## src/rtl/sssf_pkg.sv

```systemverilog
// Package for the spindle synchronisation status flag block.
// Assumes a 32-bit classic Wishbone register bus on a 125 MHz clock.
package sssf_pkg;

    // Bus and register geometry
    localparam int unsigned SSSF_DATA_W = 32;
    localparam int unsigned SSSF_ADDR_W = 8;
    localparam int unsigned SSSF_SPEED_W = 32;
    localparam int unsigned SSSF_PHASE_W = 16;

    // Register byte offsets
    localparam logic [SSSF_ADDR_W-1:0] SSSF_REG_STATUS = 8'h00;
    localparam logic [SSSF_ADDR_W-1:0] SSSF_REG_SPEED = 8'h04;
    localparam logic [SSSF_ADDR_W-1:0] SSSF_REG_PHASE_LEVEL = 8'h08;
    localparam logic [SSSF_ADDR_W-1:0] SSSF_REG_PARAM_EVENT = 8'h0c;
    localparam logic [SSSF_ADDR_W-1:0] SSSF_REG_PHASE_DIFF = 8'h10;

    // Status register bit positions
    localparam int unsigned SSSF_ST_PHASE_SYNC = 0;
    localparam int unsigned SSSF_ST_POLYGON = 1;
    localparam int unsigned SSSF_ST_CHUCK = 2;
    localparam int unsigned SSSF_ST_REBOOT = 3;
    localparam int unsigned SSSF_ST_BRG_READY = 4;
    localparam int unsigned SSSF_ST_BRG_SERVO = 5;
    localparam int unsigned SSSF_ST_BRG_WARN = 6;
    localparam int unsigned SSSF_ST_BRG_ALARM = 7;
    localparam int unsigned SSSF_ST_SYNC_ACTIVE = 8;
    localparam int unsigned SSSF_ST_PHASE_MODE = 9;

    // Parameter event register bit positions (write one to signal)
    localparam int unsigned SSSF_PE_REBOOT_PARAM = 0;
    localparam int unsigned SSSF_PE_AUX_REBOOT_PARAM = 1;
    localparam int unsigned SSSF_PE_IMMEDIATE_PARAM = 2;
    localparam int unsigned SSSF_PE_MAINT_LOAD = 3;
    localparam int unsigned SSSF_PE_BACKUP_RESTORE = 4;

    // Reset values
    localparam logic [SSSF_PHASE_W-1:0] SSSF_PHASE_LEVEL_RST = 16'h0010;
    localparam logic [SSSF_SPEED_W-1:0] SSSF_SPEED_RST = 32'h0000_0000;
    localparam logic [SSSF_DATA_W-1:0] SSSF_UNMAPPED_READ = 32'h0000_0000;

    // Synchroniser depth for pins arriving from outside the clock domain
    localparam int unsigned SSSF_SYNC_STAGES = 2;

endpackage

```

## src/rtl/sssf_status_flags.sv

```systemverilog
// Spindle synchronisation status flags with a classic Wishbone slave.
// Assumes NC-side command pulses are on clk_i; PLC outputs and bearing
// amplifier levels are asynchronous and are synchronised here.
//
// The Wishbone slave port and the address map were decided locally.
`timescale 1ns/100ps
module sssf_status_flags #(
    parameter int unsigned SPEED_W = sssf_pkg::SSSF_SPEED_W,
    parameter int unsigned PHASE_W = sssf_pkg::SSSF_PHASE_W
) (
    input wire logic clk_i,
    input wire logic rst_i,
    // Wishbone classic slave
    input wire logic wb_cyc_i,
    input wire logic wb_stb_i,
    input wire logic wb_we_i,
    input wire logic [sssf_pkg::SSSF_ADDR_W-1:0] wb_adr_i,
    input wire logic [3:0] wb_sel_i,
    input wire logic [sssf_pkg::SSSF_DATA_W-1:0] wb_dat_i,
    output logic [sssf_pkg::SSSF_DATA_W-1:0] wb_dat_o,
    output logic wb_ack_o,
    // NC command events, one-cycle pulses on clk_i
    input wire logic sync_start_i,
    input wire logic polygon_start_i,
    input wire logic sync_cancel_cmd_i,
    input wire logic phase_align_done_i,
    input wire logic speed_change_i,
    // Spindle phase positions, on clk_i
    input wire logic [PHASE_W-1:0] ref_phase_i,
    input wire logic [PHASE_W-1:0] fol_phase_i,
    // PLC outputs, asynchronous levels
    input wire logic spindle_sync_request_i,
    input wire logic phase_sync_request_i,
    input wire logic sync_cancel_input_i,
    input wire logic chuck_close_request_i,
    // Magnetic bearing amplifier, asynchronous levels
    input wire logic brg_ready_i,
    input wire logic brg_servo_on_i,
    input wire logic brg_warning_i,
    input wire logic brg_alarm_i,
    // S command path, on clk_i
    input wire logic s_cmd_valid_i,
    input wire logic [SPEED_W-1:0] s_cmd_data_i,
    input wire logic s_finish_i,
    input wire logic css_active_i,
    input wire logic [SPEED_W-1:0] css_speed_i,
    input wire logic nc_reset_i,
    input wire logic emergency_stop_i,
    // Status flags towards the PLC
    output logic spindle_sync_active_o,
    output logic phase_sync_complete_o,
    output logic polygon_machining_active_o,
    output logic chuck_close_confirmation_o,
    output logic reboot_pending_o,
    output logic reboot_pending_indicator_o,
    output logic brg_ready_o,
    output logic brg_servo_on_o,
    output logic brg_warning_o,
    output logic brg_alarm_o,
    output logic [SPEED_W-1:0] speed_cmd_o
);
    import sssf_pkg::*;

    // Wrap-around distance between two phase positions
    function automatic logic [PHASE_W-1:0] phase_dist(
        input logic [PHASE_W-1:0] a,
        input logic [PHASE_W-1:0] b
    );
        logic [PHASE_W-1:0] d;
        logic [PHASE_W-1:0] e;
        d = a - b;
        e = b - a;
        phase_dist = (d < e) ? d : e;
    endfunction

    // Zero-extend a narrow field to a bus word
    function automatic logic [SSSF_DATA_W-1:0] to_word(
        input logic [PHASE_W-1:0] v
    );
        to_word = {{(SSSF_DATA_W-PHASE_W){1'b0}}, v};
    endfunction

    // Asynchronous level inputs, two-stage synchronisers
    localparam int unsigned NUM_ASYNC = 8;
    logic [NUM_ASYNC-1:0] async_raw;
    logic [NUM_ASYNC-1:0] sync_s1;
    logic [NUM_ASYNC-1:0] sync_s2;
    logic sync_req;
    logic phase_req;
    logic cancel_in;
    logic chuck_req;
    logic cancel_in_d;

    assign async_raw = {brg_alarm_i, brg_warning_i, brg_servo_on_i,
                        brg_ready_i, chuck_close_request_i,
                        sync_cancel_input_i, phase_sync_request_i,
                        spindle_sync_request_i};

    always_ff @(posedge clk_i) begin
        if (rst_i) begin
            sync_s1 <= '0;
            sync_s2 <= '0;
        end else begin
            sync_s1 <= async_raw;
            sync_s2 <= sync_s1;
        end
    end

    assign sync_req = sync_s2[0];
    assign phase_req = sync_s2[1];
    assign cancel_in = sync_s2[2];
    assign chuck_req = sync_s2[3];

    always_ff @(posedge clk_i) begin
        if (rst_i) begin
            cancel_in_d <= 1'b0;
        end else begin
            cancel_in_d <= cancel_in;
        end
    end

    // Cancel events: command code or rising edge of the external input
    logic cancel_evt;
    logic sync_req_d;
    logic sync_req_fall;
    assign cancel_evt = sync_cancel_cmd_i | (cancel_in & ~cancel_in_d);

    always_ff @(posedge clk_i) begin
        if (rst_i) begin
            sync_req_d <= 1'b0;
        end else begin
            sync_req_d <= sync_req;
        end
    end
    assign sync_req_fall = sync_req_d & ~sync_req;

    // Spindle synchronous control: by command or by the PLC request level
    logic cmd_sync;
    logic sync_active;
    logic sync_cancelled;

    always_ff @(posedge clk_i) begin
        if (rst_i) begin
            cmd_sync <= 1'b0;
        end else if (cancel_evt) begin
            cmd_sync <= 1'b0;
        end else if (sync_start_i) begin
            cmd_sync <= 1'b1;
        end
    end

    assign sync_active = cmd_sync | sync_req;
    assign sync_cancelled = (cmd_sync & cancel_evt & ~sync_req)
                            | (sync_req_fall & ~cmd_sync);

    always_ff @(posedge clk_i) begin
        if (rst_i) begin
            spindle_sync_active_o <= 1'b0;
        end else begin
            spindle_sync_active_o <= sync_active;
        end
    end

    // Phase synchronisation mode and threshold check
    logic phase_mode;
    logic [PHASE_W-1:0] phase_level;
    logic [PHASE_W-1:0] phase_diff;
    logic phase_over;

    assign phase_mode = sync_active & phase_req;
    assign phase_diff = phase_dist(ref_phase_i, fol_phase_i);
    assign phase_over = phase_diff > phase_level;

    always_ff @(posedge clk_i) begin
        if (rst_i) begin
            phase_sync_complete_o <= 1'b0;
        end else if (sync_cancelled || !sync_active) begin
            phase_sync_complete_o <= 1'b0;
        end else if (!phase_mode || speed_change_i) begin
            // Dropped while the mode is off or the speed is being changed
            phase_sync_complete_o <= 1'b0;
        end else if (phase_align_done_i) begin
            phase_sync_complete_o <= 1'b1;
        end else if (phase_over) begin
            phase_sync_complete_o <= 1'b0;
        end
    end

    // Spindle-spindle polygon machining
    always_ff @(posedge clk_i) begin
        if (rst_i) begin
            polygon_machining_active_o <= 1'b0;
        end else if (sync_cancel_cmd_i) begin
            polygon_machining_active_o <= 1'b0;
        end else if (cancel_in & ~cancel_in_d) begin
            polygon_machining_active_o <= 1'b0;
        end else if (polygon_start_i) begin
            polygon_machining_active_o <= 1'b1;
        end
    end

    // Chuck close confirmation
    always_ff @(posedge clk_i) begin
        if (rst_i) begin
            chuck_close_confirmation_o <= 1'b0;
        end else if (!sync_active || sync_cancelled) begin
            chuck_close_confirmation_o <= 1'b0;
        end else begin
            chuck_close_confirmation_o <= chuck_req;
        end
    end

    // Magnetic bearing status, straight from the synchronised levels
    always_ff @(posedge clk_i) begin
        if (rst_i) begin
            brg_ready_o <= 1'b0;
            brg_servo_on_o <= 1'b0;
            brg_warning_o <= 1'b0;
            brg_alarm_o <= 1'b0;
        end else begin
            brg_ready_o <= sync_s2[4];
            brg_servo_on_o <= sync_s2[5];
            brg_warning_o <= sync_s2[6];
            brg_alarm_o <= sync_s2[7];
        end
    end

    // Wishbone decode
    logic bus_req;
    logic bus_wr;
    logic lane0;
    logic lane1;
    assign bus_req = wb_cyc_i & wb_stb_i & ~wb_ack_o;
    assign bus_wr = bus_req & wb_we_i;
    assign lane0 = wb_sel_i[0];
    assign lane1 = wb_sel_i[1];

    always_ff @(posedge clk_i) begin
        if (rst_i) begin
            wb_ack_o <= 1'b0;
        end else begin
            wb_ack_o <= bus_req;
        end
    end

    // Phase attainment level, written by software
    always_ff @(posedge clk_i) begin
        if (rst_i) begin
            phase_level <= SSSF_PHASE_LEVEL_RST;
        end else if (bus_wr && wb_adr_i == SSSF_REG_PHASE_LEVEL) begin
            if (lane0) begin
                phase_level[7:0] <= wb_dat_i[7:0];
            end
            if (lane1) begin
                phase_level[PHASE_W-1:8] <= wb_dat_i[PHASE_W-1:8];
            end
        end
    end

    // Parameter events through the bus
    logic pe_hit;
    logic reboot_evt;
    assign pe_hit = bus_wr && lane0 && wb_adr_i == SSSF_REG_PARAM_EVENT;
    // Immediate-effect writes are deliberately not part of this term
    assign reboot_evt = pe_hit
        && (wb_dat_i[SSSF_PE_REBOOT_PARAM]
            || wb_dat_i[SSSF_PE_AUX_REBOOT_PARAM]
            || wb_dat_i[SSSF_PE_MAINT_LOAD]
            || wb_dat_i[SSSF_PE_BACKUP_RESTORE]);

    // Only the power-on reset clears it; value restores never do
    always_ff @(posedge clk_i) begin
        if (rst_i) begin
            reboot_pending_o <= 1'b0;
        end else if (reboot_evt) begin
            reboot_pending_o <= 1'b1;
        end
    end

    always_ff @(posedge clk_i) begin
        if (rst_i) begin
            reboot_pending_indicator_o <= 1'b0;
        end else begin
            reboot_pending_indicator_o <= reboot_evt | reboot_pending_o;
        end
    end

    // Commanded speed: S value held until the finish answer or css_active_i renews it
    logic [SPEED_W-1:0] s_pending;
    logic s_pending_valid;

    always_ff @(posedge clk_i) begin
        if (rst_i) begin
            s_pending <= SSSF_SPEED_RST;
            s_pending_valid <= 1'b0;
        end else if (s_cmd_valid_i) begin
            s_pending <= s_cmd_data_i;
            s_pending_valid <= 1'b1;
        end else if (s_finish_i) begin
            s_pending_valid <= 1'b0;
        end
    end

    // NC reset and emergency stop are deliberately not terms here
    always_ff @(posedge clk_i) begin
        if (rst_i) begin
            speed_cmd_o <= SSSF_SPEED_RST;
        end else if (css_active_i) begin
            speed_cmd_o <= css_speed_i;
        end else if (s_finish_i && s_pending_valid) begin
            speed_cmd_o <= s_pending;
        end
    end

    // Read mux
    logic [SSSF_DATA_W-1:0] status_word;
    logic [SSSF_DATA_W-1:0] next_rdata;

    always_comb begin
        status_word = '0;
        status_word[SSSF_ST_PHASE_SYNC] = phase_sync_complete_o;
        status_word[SSSF_ST_POLYGON] = polygon_machining_active_o;
        status_word[SSSF_ST_CHUCK] = chuck_close_confirmation_o;
        status_word[SSSF_ST_REBOOT] = reboot_pending_o;
        status_word[SSSF_ST_BRG_READY] = brg_ready_o;
        status_word[SSSF_ST_BRG_SERVO] = brg_servo_on_o;
        status_word[SSSF_ST_BRG_WARN] = brg_warning_o;
        status_word[SSSF_ST_BRG_ALARM] = brg_alarm_o;
        status_word[SSSF_ST_SYNC_ACTIVE] = spindle_sync_active_o;
        status_word[SSSF_ST_PHASE_MODE] = phase_mode;
    end

    always_comb begin
        case (wb_adr_i)
            SSSF_REG_STATUS: next_rdata = status_word;
            SSSF_REG_SPEED: next_rdata = speed_cmd_o;
            SSSF_REG_PHASE_LEVEL: next_rdata = to_word(phase_level);
            SSSF_REG_PHASE_DIFF: next_rdata = to_word(phase_diff);
            default: next_rdata = SSSF_UNMAPPED_READ;
        endcase
    end

    always_ff @(posedge clk_i) begin
        if (rst_i) begin
            wb_dat_o <= '0;
        end else if (bus_req && !wb_we_i) begin
            wb_dat_o <= next_rdata;
        end
    end

    // Unused inputs kept for the NC interface; they change no state
    logic unused_ok;
    assign unused_ok = nc_reset_i ^ emergency_stop_i ^ (^wb_sel_i[3:2]);

endmodule

```

## config.mk

```make
export PLATFORM = sky130hd
export DESIGN_NAME = sssf_status_flags
export DESIGN_NICKNAME = d
export VERILOG_FILES = /design/src/rtl/sssf_pkg.sv /design/src/rtl/sssf_status_flags.sv
export SDC_FILE = /design/constraint.sdc
export NUM_CORES = 1
export LEC_CHECK = 0
export BUFFER_PORTS_ARGS = -buffer_cell sky130_fd_sc_hd__buf_2
export CORE_ASPECT_RATIO = 2
export CORE_MARGIN = 3
export CORE_UTILIZATION = 40
export DETAILED_ROUTE_END_ITERATION = 10
export HOLD_SLACK_MARGIN = 0.15
export PLACE_DENSITY = 0.63
export SYNTH_ARGS = -nofsm -noshare
export SYNTH_HDL_FRONTEND = slang
export SYNTH_SLANG_ARGS = --single-unit
```

## constraint.sdc

```tcl
create_clock -name clk_i -period 8.42 [get_ports clk_i]
set_clock_uncertainty 0.15 [all_clocks]
set_input_delay 1.263 -clock clk_i [delete_from_list [all_inputs] [get_ports clk_i]]
set_output_delay 1.263 -clock clk_i [all_outputs]
set_load 0.005 [all_outputs]
```

==> metrics.cfg <==
[timing]
period_share_pct = 81.9
finalSetupTns_ps = 0
rsz0062_at_grt = false
worst_pin_slew_ps = 1100
min_period_ps = 6900
worst_hold_slack_ps = 280
hold_viol_final = 0
layout_setup_ws_ps = 1520
clock.fmax_ghz = 0.145
maxSlewViolCount = 0
setup_viol = 0
slew-limit-headroom_pct = 26.4

[synthesis]
ys_ff_latch = 142
ys_seq_area_share_pct = 34.6
ys.flop_type = dfxtp_1
synth_top_area_share_pct = 34.6
syn_area_um2 = 8210
yosys_warnings = 0
async_flop_share_pct = 0
syn_nets = 1256
avgSynthCellArea_um2 = 7.96
synth_area_leader_cell = dfxtp_1
synth_cell_types = 64
synth-edff-count = 0
postSynthCellCount = 1031
synth_area_leaders = dfxtp_1 35%, ha_1 9.1%, mux2i_1 7.8%

[place]
pre_cts_ws_ps = 1080
io_buffers = 217
place_congestion = 0.907
hpwl_mm = 19.3

[power_and_ir_drop]
p_sw_mw = 0.590
clock_power_share_pct = 41.0
peakVddDrop_mv = 0.270
p_seq_share_pct = 34.4
p_leak_nw = 4.53
power.density_nw_per_um2 = 205
p_sw_share_pct = 28.6
power_mw = 2.07
pwr-share-comb_pct = 24.6
internal-power_mw = 1.48

[clock_network]
cts_tree = yes
ctsHoldBuffers = 0
ctsRootBufferMaster = clkbuf_16
clockBufferDepth = 2
clk_latency_ps = 430
clk_pin_slew_ps = 60
ctsResizeCount = 0
clock-sinks = 142
post_cts_buffers = 0
htreeDepth = 4
cts_buffers = 17

[floorplanning]
die_h_um = 209
coreArea_um2 = 20000
rows = 73
io_pins = 238
die_width_um = 107
start_util_pct = 41.0
die-area_um2 = 22400

[setup_path]
required_ps = 8580
cp-end-kind = register
cp_slowest_cell = nor4b_1
cp_max_fo = 10
r2r_end = phase_sync_complete_o$_SDFFE_PP0P_
rrSetupSlack_ps = 5820
rr_worst_depth = 9
r2r-start = phase_level[9]$_SDFFE_PP0P_
critPathKind = input pin to register
cp_num_cells = 28
critPathMaxStageDelay_ps = 500
critPathLaunchType = input pin
critical-path-top-delay-family = compound AO/OA/AOI/OAI gates
crit_arrival_ps = 7060
crit_start = ref_phase_i[0]
crit_end = phase_sync_complete_o$_SDFFE_PP0P_
crit_buf_inv = 5

[cells_and_area]
fin_nets = 1432
final_core_util_pct = 50.3
fillers = 1982
area_growth_syn_to_layout_pct = 22.7
drive_above_1_share_pct = 22.1

[min_path]
hp-class = register to register

[global_route]
antenna_found_initial = 3
grt_pass1_wl_mm = 39.1
grt_usage_pct = 22.3
grt_pass1_vias = 7673
grt_max_degree = 92
grt-ovfl-total = 0

[routing]
drt_wl_total_mm = 24.9
drc = 0
viasPerCell = 5.27
dr.first_iter.drc_count = 264
wl_met2_mm = 13.7
vias = 7820
m1WireLength_mm = 8.91
wl_per_cell_um = 16.8
dr.pass1.iters = 5
routed.top_layer = met5
drtAntennaViolNets = 0
wl_met3_mm = 1.37

[flow_run]
maxCapViolCount = 0

[run_status]
status = finished clean

[placed cells by master, fill, tap and decap left out, types with 7 or more instances in the layout]
cell / n
buf_2: 216
dfxtp_1: 142
a21oi_1: 127
nor2_1: 111
nand2_1: 105
inv_1: 69
mux2i_1: 64
ha_1: 60
nand3_1: 59
o21ai_0: 33
nor2b_1: 28
xnor2_1: 18
clkbuf_16: 17
a211oi_1: 12
xor2_1: 10
buf_4: 10
o21a_1: 8
nand4_1: 8
nor3_1: 7
o211ai_1: 7
a222oi_1: 7
[synthesized netlist by cell type, types with 5 or more instances]
master / number
a211o_1: 5
a211oi_1: 12
a21oi_1: 127
a222oi_1: 7
a22oi_1: 6
and3_1: 6
buf_1: 10
buf_2: 10
clkbuf_1: 44
dfxtp_1: 142
ha_1: 60
inv_1: 69
mux2i_1: 64
nand2_1: 105
nand3_1: 59
nand4_1: 8
nor2_1: 111
nor2b_1: 28
nor3_1: 8
o211ai_1: 7
o21a_1: 8
o21ai_0: 33
xnor2_1: 18
xor2_1: 10
[logic make-up after synthesis]
kind of cell	Yosys count	share of synthesized area, %
simple gates	352	19.7
compound gates	242	18.1
flops	142	34.6
buf+inv	138	6.74
mux	67	8.22
fa+ha+maj	62	9.63
xor+xnor	28	2.99
[how the worst min path moves through the flow]
stage                                  end  cells after the start                  start
floorplan           brg_alarm_o$_SDFF_PP0_                      1  sync_s2[7]$_SDFF_PP0_
CTS                  sync_s2[3]$_SDFF_PP0_                      1  sync_s1[3]$_SDFF_PP0_
finish               sync_s2[3]$_SDFF_PP0_                      1  sync_s1[3]$_SDFF_PP0_
global route         sync_s2[0]$_SDFF_PP0_                      1  sync_s1[0]$_SDFF_PP0_
detailed placement   sync_s2[4]$_SDFF_PP0_                      1  sync_s1[4]$_SDFF_PP0_
global placement    brg_ready_o$_SDFF_PP0_                      1  sync_s2[4]$_SDFF_PP0_
[worst register-to-register path, delay by kind of cell (launching register included)]
family / cells / cell delay, ps
AND/OR/NAND/NOR: 2 / 560
AO/OA/AOI/OAI: 5 / 1040
adder cells (fa/ha/maj): 1 / 310
flip-flops: 1 / 370
buffers and inverters: 1 / 60
[state kept, by name, indices dropped and copies added (netlist names), 8 cells and up]
signal and count:
wb_dat_o 32, sync_s2 8, phase_level 16, speed_cmd_o 32, sync_s1 8, s_pending 32
[layer usage]
layer / global-route usage, % / vias to the layer above
met3: 5.16 / 51
met2: 41.9 / 235
li1: - / 3925
met1: 22.7 / 3605
met5: 0 / -
met4: 10.4 / 4
[power groups by stage]
stage	sequential (mW)	clock (mW)	combinational (mW)
3_5_place_dp	0.726	0	0.507
3_3_place_gp	0.726	0	0.500
5_1_grt	0.714	0.896	0.573
4_1_cts	0.711	0.869	0.510
2_1_floorplan	0.721	0	0.359
6_report	0.711	0.847	0.508
[per-stage QoR]
stage,std cells,area (um^2)
detailed placement,1450,9400
global route,1483,10100
global placement,1450,9400
finish,1483,10100
CTS,1482,10100
floorplan,1031,8210
[cell type report]
cell class,count,area [um^2],share of cell area [%]
Antenna cell,1,2.50,0.0249
Clock buffer,20,447,4.44
Clock inverter,12,215,2.14
Tap cell,262,328,3.26
Timing Repair Buffer,226,1160,11.5
Sequential cell,142,2840,28.2
Inverter,69,259,2.57
Multi-Input combinational cell,751,4820,47.8
Note: power is estimated with default switching activity, not from simulation.
